`config.mk`:
```
export PLATFORM = sky130hd
export DESIGN_NAME = seol_top
export DESIGN_NICKNAME = d
export VERILOG_FILES = /design/src/hw/seol_pkg.sv /design/src/hw/seol_cfg_latch.sv /design/src/hw/seol_top.sv
export SDC_FILE = /design/constraint.sdc
export NUM_CORES = 1
export LEC_CHECK = 0
export BUFFER_PORTS_ARGS = -buffer_cell sky130_fd_sc_hd__buf_2
export CAP_MARGIN = 20
export CELL_PAD_IN_SITES_DETAIL_PLACEMENT = 1
export CELL_PAD_IN_SITES_GLOBAL_PLACEMENT = 1
export CORE_ASPECT_RATIO = 1.2
export CORE_MARGIN = 2
export CORE_UTILIZATION = 42
export CTS_BUF_LIST = sky130_fd_sc_hd__clkbuf_16
export DETAILED_ROUTE_END_ITERATION = 10
export PLACE_DENSITY_LB_ADDON = 0.1
export SLEW_MARGIN = 0
export SYNTH_ARGS = -nofsm -noshare
export SYNTH_HDL_FRONTEND = slang
export SYNTH_HIERARCHICAL = 1
export SYNTH_SLANG_ARGS = --single-unit
```
`constraint.sdc`:
```
create_clock -name clock_i -period 2.7 [get_ports clock_i]
set_input_delay 0.54 -clock clock_i [delete_from_list [all_inputs] [get_ports clock_i]]
set_output_delay 0.54 -clock clock_i [all_outputs]
set_load 0.005 [all_outputs]
```
`src/hw/seol_pkg.sv`:
```
// Package: types and constants for servo-enable and over-travel gating logic
package seol_pkg;

  // Input-assignment digit that forces a function on or off
  localparam logic [3:0] SEOL_DIGIT_FORCED  = 4'h9;
  // Stop-method digit values
  localparam logic [3:0] SEOL_STOP_BRAKE    = 4'h0;
  localparam logic [3:0] SEOL_STOP_COAST    = 4'h2;
  localparam logic [3:0] SEOL_STOP_CLAMP    = 4'h1;
  // Brake torque setting in percent of rated torque
  localparam logic [8:0] SEOL_TORQUE_MAX    = 9'h12C;
  localparam logic [8:0] SEOL_TORQUE_RST    = 9'h12C;
  // Zero-speed qualification time and cycles at 250 MHz
  localparam int         SEOL_CLK_MHZ       = 250;
  localparam int         SEOL_STILL_NS      = 1000;
  localparam int         SEOL_STILL_CYC     = (SEOL_STILL_NS * SEOL_CLK_MHZ + 999) / 1000;
  localparam logic [7:0] SEOL_STILL_CNT     = 8'(SEOL_STILL_CYC);
  // Reset values of the latched configuration
  localparam logic [3:0] SEOL_SON_DIG_RST   = 4'h1;
  localparam logic [3:0] SEOL_LIM_DIG_RST   = 4'h3;

  // Power-up configuration word
  typedef struct packed {
    logic [3:0] servo_on_digit;  // 9: servo-on permanently valid
    logic [3:0] fwd_lim_digit;   // 9: forward prohibition disabled
    logic [3:0] rev_lim_digit;   // 9: reverse prohibition disabled
    logic [3:0] stop_digit;      // Over-travel stop method
    logic       dir_invert;      // 1: forward command turns CW
    logic [8:0] brake_torque;    // Percent of rated torque
  } seol_cfg_t;

  // Motion command from the controller
  typedef struct packed {
    logic fwd;
    logic rev;
  } seol_cmd_t;

  // Drive to the power stage
  typedef struct packed {
    logic       energise;
    logic       run_ccw;
    logic       run_cw;
    logic       brake;
    logic       zero_clamp;
    logic [8:0] torque;
  } seol_drv_t;

  typedef enum logic [1:0] {
    SEOL_ST_OFF   = 2'b00,
    SEOL_ST_RUN   = 2'b01,
    SEOL_ST_BRAKE = 2'b10,
    SEOL_ST_HOLD  = 2'b11
  } seol_state_t;

  function automatic logic seol_forced(input logic [3:0] digit);
    return digit == SEOL_DIGIT_FORCED;
  endfunction : seol_forced

endpackage : seol_pkg

```
`src/hw/seol_cfg_latch.sv`:
```
// Power-up configuration latch: captures settings once after reset release
`timescale 1ns/1ps
`default_nettype none
module seol_cfg_latch
  import seol_pkg::*;
(
  // Clock and reset
  input  wire logic      clock_i,
  input  wire logic      nrst_i,
  // Configuration
  input  wire seol_cfg_t cfg_i,
  output var  seol_cfg_t cfg_o,
  output logic           valid_o
);

  seol_cfg_t cfg_q, cfg_d;
  logic      valid_q, valid_d;

  // Settings changed later are ignored until the next power restart
  always_comb begin
    cfg_d   = cfg_q;
    valid_d = 1'b1;
    if (!valid_q) begin
      cfg_d = cfg_i;
    end
    if (cfg_d.brake_torque > SEOL_TORQUE_MAX) begin
      cfg_d.brake_torque = SEOL_TORQUE_MAX;
    end
  end

  always_ff @(posedge clock_i or negedge nrst_i) begin
    if (!nrst_i) begin
      cfg_q   <= '{servo_on_digit: SEOL_SON_DIG_RST, fwd_lim_digit: SEOL_LIM_DIG_RST,
                   rev_lim_digit: SEOL_LIM_DIG_RST, stop_digit: SEOL_STOP_BRAKE,
                   dir_invert: 1'b0, brake_torque: SEOL_TORQUE_RST};
      valid_q <= 1'b0;
    end else begin
      cfg_q   <= cfg_d;
      valid_q <= valid_d;
    end
  end

  assign cfg_o   = cfg_q;
  assign valid_o = valid_q;

  frozen_cfg_a: assert property (@(posedge clock_i) disable iff (!nrst_i)
    valid_q |=> cfg_q == $past(cfg_q))
    else $error("configuration changed without power restart");

endmodule : seol_cfg_latch
`default_nettype wire

```
`src/hw/seol_top.sv`:
```
// Servo-enable, direction and over-travel gating for one axis
`timescale 1ns/1ps
`default_nettype none
module seol_top
  import seol_pkg::*;
(
  // Clock and reset
  input  wire logic      clock_i,
  input  wire logic      nrst_i,
  // Configuration words, sampled once after reset
  input  wire seol_cfg_t cfg_i,
  // Controller and limit switches (servo-on request active low; limit inputs high at over-travel)
  input  wire logic      servo_on_request_alt_n_i,
  input  wire seol_cmd_t cmd_i,
  input  wire logic      forward_limit_in_n_i,
  input  wire logic      reverse_limit_n_i,
  input  wire logic      position_error_clear_i,
  input  wire logic      alarm_i,
  input  wire logic      alarm_reset_i,
  input  wire logic      motor_still_i,
  // Encoder feedback
  input  wire logic      enc_a_i,
  input  wire logic      enc_b_i,
  // Power stage and status
  output seol_drv_t      drv_o,
  output logic           servo_ready_o,
  output logic           fwd_overtravel_o,
  output logic           rev_overtravel_o,
  output logic           alarm_o,
  output logic           pos_err_clear_o,
  output logic           encoder_divided_a_o,
  output logic           encoder_divided_b_o
);

  seol_cfg_t   cfg;
  logic        cfg_valid;

  seol_cfg_latch u_cfg (
    .clock_i (clock_i),
    .nrst_i  (nrst_i),
    .cfg_i   (cfg_i),
    .cfg_o   (cfg),
    .valid_o (cfg_valid)
  );

  logic son_forced, fwd_ot, rev_ot, servo_on, fwd_ok, rev_ok;

  always_comb begin
    son_forced = seol_forced(cfg.servo_on_digit);
    servo_on   = cfg_valid && (son_forced || !servo_on_request_alt_n_i);
    fwd_ot     = forward_limit_in_n_i && !seol_forced(cfg.fwd_lim_digit);
    rev_ot     = reverse_limit_n_i && !seol_forced(cfg.rev_lim_digit);
    fwd_ok     = cmd_i.fwd && !cmd_i.rev && !fwd_ot;
    rev_ok     = cmd_i.rev && !cmd_i.fwd && !rev_ot;
  end

  seol_state_t state_q, state_d;
  seol_drv_t   drv_q, drv_d;
  logic [7:0]  still_q, still_d;
  logic        alarm_q, alarm_d;
  logic        fwd_ot_q, rev_ot_q, ready_q, clr_q, pa_q, pb_q;

  // Stop sequencing; coasting stops return straight to off or run
  always_comb begin
    state_d = state_q;
    still_d = still_q;
    case (state_q)
      SEOL_ST_OFF: begin
        if (servo_on && !alarm_q) begin
          state_d = SEOL_ST_RUN;
        end
      end
      SEOL_ST_RUN: begin
        if (!servo_on || alarm_q) begin
          state_d = SEOL_ST_OFF;
        end else if ((cmd_i.fwd && fwd_ot) || (cmd_i.rev && rev_ot)) begin
          if (cfg.stop_digit != SEOL_STOP_COAST) begin
            state_d = SEOL_ST_BRAKE;
          end
          still_d = '0;
        end
      end
      SEOL_ST_BRAKE: begin
        if (!servo_on || alarm_q) begin
          state_d = SEOL_ST_OFF;
        end else if (motor_still_i && still_q == SEOL_STILL_CNT) begin
          state_d = (cfg.stop_digit == SEOL_STOP_CLAMP) ? SEOL_ST_HOLD : SEOL_ST_RUN;
        end else if (motor_still_i) begin
          still_d = still_q + 8'h01;
        end else begin
          still_d = '0;
        end
      end
      SEOL_ST_HOLD: begin
        if (!servo_on || alarm_q) begin
          state_d = SEOL_ST_OFF;
        end else if (fwd_ok || rev_ok) begin
          state_d = SEOL_ST_RUN;
        end
      end
      default: state_d = SEOL_ST_OFF;
    endcase
  end

  always_comb begin
    drv_d            = '0;
    drv_d.torque     = cfg.brake_torque;
    drv_d.energise   = (state_q != SEOL_ST_OFF);
    drv_d.brake      = (state_q == SEOL_ST_BRAKE);
    drv_d.zero_clamp = (state_q == SEOL_ST_HOLD);
    if (state_q == SEOL_ST_RUN) begin
      // Direction mapping only; encoder outputs are not inverted
      drv_d.run_ccw = cfg.dir_invert ? rev_ok : fwd_ok;
      drv_d.run_cw  = cfg.dir_invert ? fwd_ok : rev_ok;
    end
    // Alarm reset is dead while servo-on is forced; only a restart clears it
    alarm_d = alarm_q || alarm_i;
    if (alarm_reset_i && !son_forced && !alarm_i) begin
      alarm_d = 1'b0;
    end
  end

  always_ff @(posedge clock_i or negedge nrst_i) begin
    if (!nrst_i) begin
      state_q  <= SEOL_ST_OFF;
      drv_q    <= '0;
      still_q  <= '0;
      alarm_q  <= 1'b0;
      fwd_ot_q <= 1'b0;
      rev_ot_q <= 1'b0;
      ready_q  <= 1'b0;
      clr_q    <= 1'b0;
      pa_q     <= 1'b0;
      pb_q     <= 1'b0;
    end else begin
      state_q  <= state_d;
      drv_q    <= drv_d;
      still_q  <= still_d;
      alarm_q  <= alarm_d;
      fwd_ot_q <= fwd_ot;
      rev_ot_q <= rev_ot;
      ready_q  <= servo_on && !alarm_q;
      clr_q    <= position_error_clear_i;
      pa_q     <= enc_a_i;
      pb_q     <= enc_b_i;
    end
  end

  assign drv_o               = drv_q;
  assign servo_ready_o       = ready_q;
  assign fwd_overtravel_o    = fwd_ot_q;
  assign rev_overtravel_o    = rev_ot_q;
  assign alarm_o             = alarm_q;
  assign pos_err_clear_o     = clr_q;
  assign encoder_divided_a_o = pa_q;
  assign encoder_divided_b_o = pb_q;

  // Checks
  servo_off_a: assert property (@(posedge clock_i) disable iff (!nrst_i)
    !servo_on |=> ##1 !drv_q.energise)
    else $error("motor energised while servo-on inactive");
  servo_on_a: assert property (@(posedge clock_i) disable iff (!nrst_i)
    (servo_on && !alarm_q && state_q == SEOL_ST_OFF) |=> state_q == SEOL_ST_RUN)
    else $error("servo-on did not start drive");
  forced_son_a: assert property (@(posedge clock_i) disable iff (!nrst_i)
    (cfg_valid && son_forced && !alarm_q && !alarm_i) |=> ##1 drv_q.energise)
    else $error("forced servo-on not applied");
  alarm_hold_a: assert property (@(posedge clock_i) disable iff (!nrst_i)
    (alarm_q && son_forced) |=> alarm_q)
    else $error("alarm cleared while servo-on forced");
  fwd_block_a: assert property (@(posedge clock_i) disable iff (!nrst_i)
    (fwd_ot && !cfg.dir_invert) |=> !drv_q.run_ccw)
    else $error("forward motion during forward over-travel");
  rev_block_a: assert property (@(posedge clock_i) disable iff (!nrst_i)
    (rev_ot && !cfg.dir_invert) |=> !drv_q.run_cw)
    else $error("reverse motion during reverse over-travel");
  ot_stop_a: assert property (@(posedge clock_i) disable iff (!nrst_i)
    (state_q == SEOL_ST_RUN && servo_on && !alarm_q && cmd_i.fwd && fwd_ot
     && cfg.stop_digit == SEOL_STOP_CLAMP) |=> state_q == SEOL_ST_BRAKE)
    else $error("over-travel did not start braking");
  away_ok_a: assert property (@(posedge clock_i) disable iff (!nrst_i)
    (state_q == SEOL_ST_RUN && servo_on && !alarm_q && fwd_ot && rev_ok && !cfg.dir_invert)
    |=> drv_q.run_cw)
    else $error("motion away from limit refused");
  dir_map_a: assert property (@(posedge clock_i) disable iff (!nrst_i)
    drv_q.run_ccw |-> !drv_q.run_cw)
    else $error("both directions driven");
  enc_pass_a: assert property (@(posedge clock_i) disable iff (!nrst_i)
    encoder_divided_a_o == $past(enc_a_i))
    else $error("encoder output polarity changed");
  enc_b_pass_a: assert property (@(posedge clock_i) disable iff (!nrst_i)
    encoder_divided_b_o == $past(enc_b_i))
    else $error("encoder b output polarity changed");
  torque_a: assert property (@(posedge clock_i) disable iff (!nrst_i)
    drv_q.torque <= SEOL_TORQUE_MAX)
    else $error("brake torque above limit");

  run_c:   cover property (@(posedge clock_i) disable iff (!nrst_i) drv_q.run_ccw);
  brake_c: cover property (@(posedge clock_i) disable iff (!nrst_i) state_q == SEOL_ST_BRAKE);
  hold_c:  cover property (@(posedge clock_i) disable iff (!nrst_i) state_q == SEOL_ST_HOLD ##1 state_q == SEOL_ST_RUN);
  // Backing off a forward limit and being energised with servo-on forced
  away_c:   cover property (@(posedge clock_i) disable iff (!nrst_i) fwd_ot && drv_q.run_cw);
  forced_c: cover property (@(posedge clock_i) disable iff (!nrst_i) son_forced && drv_q.energise);

endmodule : seol_top
`default_nettype wire

```
==> results of run 1 <==
[final timing paths]
check / startpoint / to / cells past startpoint
worst max register to register: u_cfg/cfg_o[22]$_DFFE_PN1N_ / still_q[1]$_DFFE_PN0P_ / 5
worst max-delay path: u_cfg/cfg_o[22]$_DFFE_PN1N_ / still_q[1]$_DFFE_PN0P_ / 5
worst min-delay path: nrst_i / still_q[0]$_DFFE_PN0P_ / 1
min in group clock_i: position_error_clear_i / pos_err_clear_o$_DFF_PN0_ / 1
worst min register to register: u_cfg/cfg_o[4]$_DFF_PN0_ / drv_o[4]$_DFF_PN0_ / 0
max in group asynchronous: nrst_i / u_cfg/cfg_o[2]$_DFF_PN1_ / 2
[critical path: stages, from the launching register on]
cell       delay (ns)
dfstp_2          0.55
nand4bb_4        0.12
a211o_4          0.40
o21ai_4          0.24
and3_1           0.41
mux2_4           0.34
[synth_stat cells (3+ instances only)]
cell type  instances
nor3_1             5
nand3_1            4
mux2_2            17
nand2_1            9
o21ai_0            4
nand4_1            5
a21oi_1            4
ha_1               6
and2_1             4
dfstp_2            9
mux2i_1            8
nor2b_1            5
inv_1             11
nor2_1            11
o211ai_1           3
dfrtp_1           49
[per-stage QoR]
step                      hold WS (ns)  instances  power (uW)  utilization, %  setup slack (ns)
after floorplan                 0.2444        200        1278               -            0.7525
after global placement          0.3632        338        1399           49.41            0.5797
after detailed placement        0.3724        338        1411           49.41            0.5503
after CTS                       0.2703        354        2540           54.36            0.5252
after global routing            0.2987        354        2633           54.36            0.4216
final                           0.2471        354        2501           54.36            0.5305
[power groups by stage]
stage          logic, uW  clock network, uW  registers, uW
2_1_floorplan        252                  0           1030
3_3_place_gp         371                  0           1030
3_5_place_dp         381                  0           1030
4_1_cts              385               1140           1020
5_1_grt              424               1180           1030
6_report             376               1110           1020
[layout by cell type (no fill, tap or decap), drive strengths merged, types with 2 or more instances in the layout]
cell type	n
a211o	3
a21o	2
a21oi	4
a32o	2
and2	4
buf	61
clkbuf	9
clkinv	2
clkinvlp	4
dfrtp	49
dfstp	9
ha	6
inv	11
mux2	19
mux2i	9
nand2	9
nand2b	2
nand3	4
nand4	5
nand4bb	3
nor2	11
nor2b	5
nor3	5
o2111ai	2
o211ai	3
o21a	2
o21ai	6
or2	2
or3	2
[per-layer routing]
layer	routed length, microns	up-vias	global-route usage, %
met3	235	13	4.735
met4	151	0	10.69
met1	2211	915	21.88
li1	-	857	-
met2	2755	43	27.51
met5	0	-	0
[registers in the layout (all words and copies together), names as in the netlist, 2 cells and up]
| register | flops |
|---|---|
| drv_o | 14 |
| state_q | 2 |
| still_q | 8 |
| u_cfg/cfg_o | 26 |
[area by class of cell]
| type | instances | area, sq um | area share, % |
|---|---|---|---|
| sequential | 58 | 1463 | 45.05 |
| multi-input combinational | 126 | 1022 | 31.48 |
| inverter | 11 | 41.29 | 1.272 |
| timing repair buffer | 61 | 322.8 | 9.942 |
| tap | 82 | 102.6 | 3.160 |
| clock buffer | 9 | 225.2 | 6.936 |
| clock inverter | 7 | 70.07 | 2.158 |
[cell families after synthesis]
family	after synthesis	share of synthesized area, %
AND/OR/NAND/NOR	59	13.57
flip-flops	58	57.08
AO/OA/AOI/OAI	32	10.94
multiplexers	28	12.30
buffers and inverters	16	3.027
adder cells (fa/ha/maj)	6	2.930
other	1	0.1463
==> impl_metrics.tcl, run 1 <==
set metrics [dict create \
    dr.pass1.iters 4 \
    num_rows 31 \
    sw_frac_of_total_pct 26.15 \
    vias 1828 \
    drive_above_1_share_pct 42.28 \
    coreArea_sq_um 5973 \
    syn_inst 200 \
    via_per_inst 5.164 \
    cts_setup_buffers 0 \
    setup-tns-final_ns 0 \
    status "completed" \
    max-vdd-ir-drop_v 0.0003763 \
    ys_warn_count 6 \
    synth_seq_cells 58 \
    nFillCells 667 \
    intPower_uw 1847 \
    criticalPathCategory "flop to flop" \
    placed_area_sq_um 2952 \
    clk_latency_ns 0.32 \
    setup_violations 0 \
    cts_max_level 3 \
    netlist_area_sq_um 2562 \
    period_needed_ns 2.170 \
    fmax_mhz 460.9 \
    synth.distinct_cells 50 \
    startpoint_type "flop" \
    cts.sinks 58 \
    finalCritPeriodShare_pct 80.35 \
    ys_seq_area_share_pct 57.08 \
    pwr-share-clk_pct 44.4 \
    avgSynthCellArea_sq_um 12.81 \
    die_area_sq_um 6745 \
    antenna-diode-count 0 \
    worstPathArrival_ns 2.38 \
    ant_nets 0 \
    drc 0 \
    required_ns 2.91 \
    slew_viol_final 0 \
    synth_edf_count 0 \
    slew_headroom_pct 55.86 \
    reg2reg_slack_ns 0.53 \
    synth_top_cell_area_share_pct 47.85 \
    tightest_slew_ns 0.6621 \
    grt_max_degree 33 \
    wl_microns 5354 \
    cp-end-kind "flop" \
    area_growth_pct 26.71 \
    yosysTopAreaCell "dfrtp_1" \
    ctsResizeCount 0 \
    hpwl_microns 4015 \
    gp_congestion 0.8206 \
    antenna_found_initial 0 \
    async_flop_share_pct 100.0 \
    power.switching_uw 654.0 \
    powerDensity_nw_per_um2 770.3 \
    combPwrFrac_pct 15.0 \
    syn_nets 245 \
    yosys_most_used_dff "dfrtp_1" \
    die_h_microns 89.57 \
    nNetsFinal 312 \
    grt_pass1_wl_microns 8825 \
    cts-buffers-inserted 9 \
    overflow 0 \
    ioPinCount 60 \
    wl_per_cell_microns 15.12 \
    clk_path_buf_depth 2 \
    start_util_pct 42.90 \
    grt_use_total_pct 17.73 \
    place.port_buffers 59 \
    cap_violations 0 \
    cts_tree "built" \
    final_area_sq_um 3247 \
    clk_pin_slew_ns 0.05 \
    seqPwrFrac_pct 40.6 \
    drt_iter0_drc 53 \
    chipWidth_microns 75.31 \
    first_global_vias 1920 \
    cts_root_buf "clkbuf_16" \
    crit_fanout 8 \
    p_leak_uw 0.001479 \
    rsz0062_at_grt "false" \
    hold_viol_final 0 \
    finClkSkew_ns 0.004761 \
    synthTopCellsByArea "dfrtp_1 48%, dfstp_2 9.2%, mux2_2 7.5%, mux2i_1 3.1%, ha_1 2.9%" \
    hold_buffers 0 \
    hp-class "input port to asynchronous set/reset pin" \
]
Note: power is estimated with default switching activity, not from simulation.
==> inputs of run 2 (changes only) <==
==> constraint.sdc (replaced) <==
create_clock -name clock_i -period 2 [get_ports clock_i]
set_input_delay 0.4 -clock clock_i [delete_from_list [all_inputs] [get_ports clock_i]]
set_output_delay 0.4 -clock clock_i [all_outputs]
set_load 0.005 [all_outputs]
==> run 2 against run 1 <==
  * Sequential share of layout area fell by 0.95 points
  * Combinational power grew 48%
  * Sequential power increased by 35%
  * Sequential cell count unchanged
  * Setup slack worse by 0.43 ns
  * Worst hold slack got worse by 0.17 ns
  * Via count up 0.98%
  * Die area unchanged
  * Final area is 2.2% higher
  * Wire length grew 5.8%
  * Largest cell class unchanged
  * Highest routed layer unchanged
==> impl_metrics.tcl, run 2 (synthesis results as in run 1) <==
set metrics [dict create \
    max-vdd-ir-drop_v 0.0005546 \
    status "completed" \
    rsz0062_at_grt "false" \
    via_per_inst 5.142 \
    slew_viol_final 0 \
    crit_fanout 5 \
    place.port_buffers 59 \
    cts_root_buf "clkbuf_16" \
    chipWidth_microns 75.31 \
    grt_pass1_wl_microns 9142 \
    crit_buf_inv 0 \
    finalCritPeriodShare_pct 95.05 \
    num_rows 31 \
    drc 0 \
    required_ns 2.20 \
    crit_chain "nand4bb_4, a211o_4, o21ai_4, and3_2, mux2_4" \
    die_h_microns 89.57 \
    fmax_mhz 526.1 \
    worstPathArrival_ns 2.10 \
    wl_microns 5664 \
    p_leak_uw 0.001524 \
    critical-path-max-stage-delay_ns 0.55 \
    vias 1846 \
    start_util_pct 42.90 \
    antenna_found_initial 0 \
    criticalPathCategory "flop to flop" \
    final_cell_mix "59 x buf_2, 49 x dfrtp_1, 17 x mux2_2, 11 x inv_1, 11 x nor2_1" \
    grt_max_degree 59 \
    first_global_vias 1981 \
    hpwl_microns 3888 \
    clk_pin_slew_ns 0.05 \
    grt_use_total_pct 18.29 \
    area_growth_pct 29.44 \
    overflow 0 \
    clk_path_buf_depth 2 \
    powerDensity_nw_per_um2 1064 \
    cap_violations 0 \
    cts_max_level 3 \
    cts_tree "built" \
    ant_nets 0 \
    period_needed_ns 1.901 \
    coreArea_sq_um 5973 \
    largest_reg_flops 26 \
    layout_commonest_cell "buf_2" \
    critical_path.slowest_cell "dfstp_2" \
    ioPinCount 60 \
    setup-tns-final_ns 0 \
    cp-end-kind "flop" \
    cts-buffers-inserted 9 \
    postLayoutCoreUtil_pct 55.53 \
    hold_viol_final 0 \
    finClkSkew_ns 0.004981 \
    drive_above_1_share_pct 43.68 \
    clk_latency_ns 0.32 \
    drt_iter0_drc 65 \
    cts_setup_buffers 0 \
    wl_per_cell_microns 15.78 \
    startpoint_type "flop" \
    critical-path-top-delay-family "compound AO/OA/AOI/OAI gates" \
    setup_violations 0 \
    die_area_sq_um 6745 \
    power.total_uw 3528 \
    hp-class "input port to asynchronous set/reset pin" \
    dr.pass1.iters 4 \
    gp_congestion 0.7869 \
    nNetsFinal 317 \
    cts.sinks 58 \
    antenna-diode-count 0 \
]
==> run 2: changes by cell type in the layout (fill, tap and decap cells not counted) <==
| cell | change |
|---|---|
| buf_4 | +5 |
| clkinvlp_4 | -3 |
| and3_1 | -1 |
| and3_2 | +1 |
| bufinv_16 | +1 |
| clkinv_1 | +1 |
| inv_2 | +1 |
| nand4bb_1 | -1 |
| nand4bb_4 | +1 |
==> run 2: final timing paths <==
path                                                  to  slack [ns]  cells past startpoint                   startpoint
max in group asynchronous       u_cfg/cfg_o[2]$_DFF_PN1_        1.62                      2                       nrst_i
setup reg to reg                  still_q[1]$_DFFE_PN0P_         0.1                      5  u_cfg/cfg_o[22]$_DFFE_PN1N_
hold / removal                    still_q[5]$_DFFE_PN0P_        0.07                      2                       nrst_i
hold reg to reg                       drv_o[4]$_DFF_PN0_        0.38                      0     u_cfg/cfg_o[4]$_DFF_PN0_
setup / recovery                  still_q[1]$_DFFE_PN0P_         0.1                      5  u_cfg/cfg_o[22]$_DFFE_PN1N_
min in group clock_i       encoder_divided_a_o$_DFF_PN0_        0.18                      1                      enc_a_i
==> run 2: through the flow <==
stage / hold WS (ns) / setup slack, ns / std cells / instance area, sq um
final: 0.07283 / 0.09906 / 359 / 3317
after global routing: 0.09551 / 0.02769 / 359 / 3317
after CTS: 0.08035 / 0.06170 / 359 / 3299
after detailed placement: 0.3699 / 0.1015 / 343 / 2989
after global placement: 0.3652 / 0.1280 / 343 / 2989
after floorplan: 0.1044 / 0.05255 / 200 / 2562
==> run 2: where the power goes <==
group / switching [uW] / internal, uW / total, uW
clock network: 516 / 1070 / 1590
registers: 72.1 / 1310 / 1380
logic: 292 / 265 / 557
==> run 2: cell type report <==
cell class                 count  area [sq um]
timing repair buffer          66         360.3
clock buffer                   9         225.2
clock inverter                 7         85.08
multi-input combinational    126          1040
tap                           82         102.6
inverter                      11         41.29
fill                         653          2656
sequential                    58          1463
==> run 2: timing repair <==
item,CTS,global route
hold endpoints to repair,0,0
hold buffers,0,0
endpoints found under the setup margin,0,7
resized for setup,0,3
==> run 2: layer usage <==
layer	wire, microns	share of wire, %	global-route usage [%]
met5	0	0	0
met4	86	1.5	9.250
met3	262	4.6	5.862
met2	2973	52	29.57
met1	2340	41	21.70
==> run 2: worst reg2reg max path, stage by stage (launching register included) <==
cell and delay [ns]:
dfstp_2 0.55, nand4bb_4 0.12, a211o_4 0.40, o21ai_4 0.17
and3_2 0.25, mux2_4 0.30
==> inputs of run 3 (changes only) <==
--- a/config.mk
+++ b/config.mk
@@ -11,7 +11,7 @@
 export CELL_PAD_IN_SITES_GLOBAL_PLACEMENT = 1
 export CORE_ASPECT_RATIO = 1.2
 export CORE_MARGIN = 2
-export CORE_UTILIZATION = 42
+export CORE_UTILIZATION = 45
 export CTS_BUF_LIST = sky130_fd_sc_hd__clkbuf_16
 export DETAILED_ROUTE_END_ITERATION = 10
 export PLACE_DENSITY_LB_ADDON = 0.1
==> constraint.sdc (replaced) <==
create_clock -name clock_i -period 2.2 [get_ports clock_i]
set_input_delay 0.44 -clock clock_i [delete_from_list [all_inputs] [get_ports clock_i]]
set_output_delay 0.44 -clock clock_i [all_outputs]
set_load 0.005 [all_outputs]
==> run 3 against run 2 <==
  * First-iteration DRC count up 7.7%
  * Sequential power shrank 9%
  * Via count shrank 1.7%
  * Count of clock-buffer cells in the layout did not move
  * Final cell count is 5.6% lower
  * Final area decreased by 2.8%
  * Critical path depth is the same
  * Clock power decreased by 16%
  * Sequential cell count did not move
==> impl_metrics.tcl, run 3 (synthesis results as in run 1) <==
set metrics [dict create \
    ant_nets 0 \
    hpwl_microns 3924 \
    fmax_mhz 486.7 \
    grt_max_degree 28 \
    slew_viol_final 0 \
    clk_pin_slew_ns 0.05 \
    hp-class "input port to asynchronous set/reset pin" \
    final_area_sq_um 3224 \
    cts-buffers-inserted 9 \
    cts_root_buf "clkbuf_16" \
    crit_fanout 7 \
    vias 1815 \
    overflow 0 \
    period_needed_ns 2.055 \
    required_ns 2.41 \
    status "completed" \
    cts.sinks 58 \
    chipWidth_microns 72.89 \
    holdWs_ns 0.1140 \
    ctsResizeCount 0 \
    antenna-diode-count 0 \
    num_rows 30 \
    first_global_vias 1902 \
    wl_microns 5473 \
    final.setup.worst_slack_ns 0.1451 \
    drive_above_1_share_pct 41.82 \
    grt_pass1_wl_microns 9225 \
    rsz0062_at_grt "false" \
    clk_latency_ns 0.32 \
    criticalPathCategory "flop to flop" \
    reg2reg_slack_ns 0.15 \
    layout_commonest_cell "buf_2" \
    drt_iter0_drc 70 \
    ioPinCount 60 \
    clk_path_buf_depth 2 \
    hold_buffers 0 \
    area_growth_pct 25.83 \
    largest_reg_flops 26 \
    p_leak_uw 0.001497 \
    placed_area_sq_um 2939 \
    die_h_microns 86.67 \
    cp-end-kind "flop" \
    startpoint_type "flop" \
    setup_violations 0 \
    final_cell_mix "59 x buf_2, 49 x dfrtp_1, 17 x mux2_2, 11 x inv_1, 11 x nor2_1" \
    place.port_buffers 59 \
    slew_headroom_pct 61.64 \
    r2r_end "still_q[0]$_DFFE_PN0P_" \
    cts_tree "built" \
    rr_worst_depth 5 \
    max-vdd-ir-drop_v 0.0004434 \
    setup-tns-final_ns 0 \
    nFillCells 590 \
    dr.pass1.iters 4 \
    worstReg2RegStart "u_cfg/cfg_o[22]$_DFFE_PN1N_" \
    via_per_inst 5.354 \
    worstPathArrival_ns 2.26 \
    die_area_sq_um 6317 \
    powerDensity_nw_per_um2 948.0 \
    start_util_pct 45.82 \
    nNetsFinal 315 \
    tightest_slew_ns 0.5755 \
    cp-endpoint "still_q[0]$_DFFE_PN0P_" \
    antenna_found_initial 0 \
    place_ws_ns 0.1483 \
    cts_setup_buffers 0 \
    hold_viol_final 0 \
    finalCritPeriodShare_pct 93.40 \
    startpoint "u_cfg/cfg_o[22]$_DFFE_PN1N_" \
    drc 0 \
    finClkSkew_ns 0.004170 \
    cap_violations 0 \
    grt_use_total_pct 19.48 \
    cts_max_level 3 \
    coreArea_sq_um 5593 \
    gp_congestion 0.8855 \
    wl_per_cell_microns 16.14 \
]
-- run 3: cell types whose count changed in the layout (fill, tap and decap cells not counted), sizes merged --
cell / previous run / this run
buf: 66 / 64
bufinv: 2 / 1
clkinv: 3 / 6
clkinvlp: 1 / 0
inv: 12 / 11
-- run 3: final cells by class --
class,count,area (sq um),share of cell area (%)
sequential,58,1463,45.36
multi-input combinational,126,1022,31.70
timing repair buffer,64,332.8,10.32
clock buffer,9,225.2,6.985
tap,64,80.08,2.484
clock inverter,7,60.06,1.863
inverter,11,41.29,1.281
-- run 3: worst min path at each step --
stage | startpoint | cells after the start | end
after global routing | nrst_i | 1 | still_q[7]$_DFFE_PN0P_
after floorplan | nrst_i | 0 | alarm_o$_DFF_PN0_
after global placement | u_cfg/cfg_o[4]$_DFF_PN0_ | 0 | drv_o[4]$_DFF_PN0_
after detailed placement | u_cfg/cfg_o[4]$_DFF_PN0_ | 0 | drv_o[4]$_DFF_PN0_
final | nrst_i | 1 | still_q[7]$_DFFE_PN0P_
after CTS | nrst_i | 1 | still_q[7]$_DFFE_PN0P_
-- run 3: worst max-delay path, cell delays in order, from the launching register on --
cell,delay (ns)
dfstp_2,0.55
nand4bb_4,0.12
a211o_4,0.40
o21ai_4,0.23
and3_1,0.32
mux2_4,0.32
-- run 3: where the power goes --
group | internal, uW | leakage (uW) | switching, uW
combinational | 219 | 0.000648 | 253
sequential | 1190 | 0.000708 | 62.0
clock | 860 | 0.000142 | 473
-- run 3: stage by stage --
step	util (%)	cells	power (uW)
final	57.65	339	3057
after global routing	57.65	339	3205
after CTS	57.65	339	3096
after detailed placement	52.55	323	1738
after floorplan	-	200	1568
after global placement	52.55	323	1731
-- run 3: layer usage --
layer / up-vias / routed length (microns) / GRT usage, %
li1: 863 / - / -
met1: 899 / 2279 / 24.68
met4: 0 / 104 / 9.091
met2: 44 / 2898 / 31.82
met3: 9 / 191 / 3.953
met5: - / 0 / 0
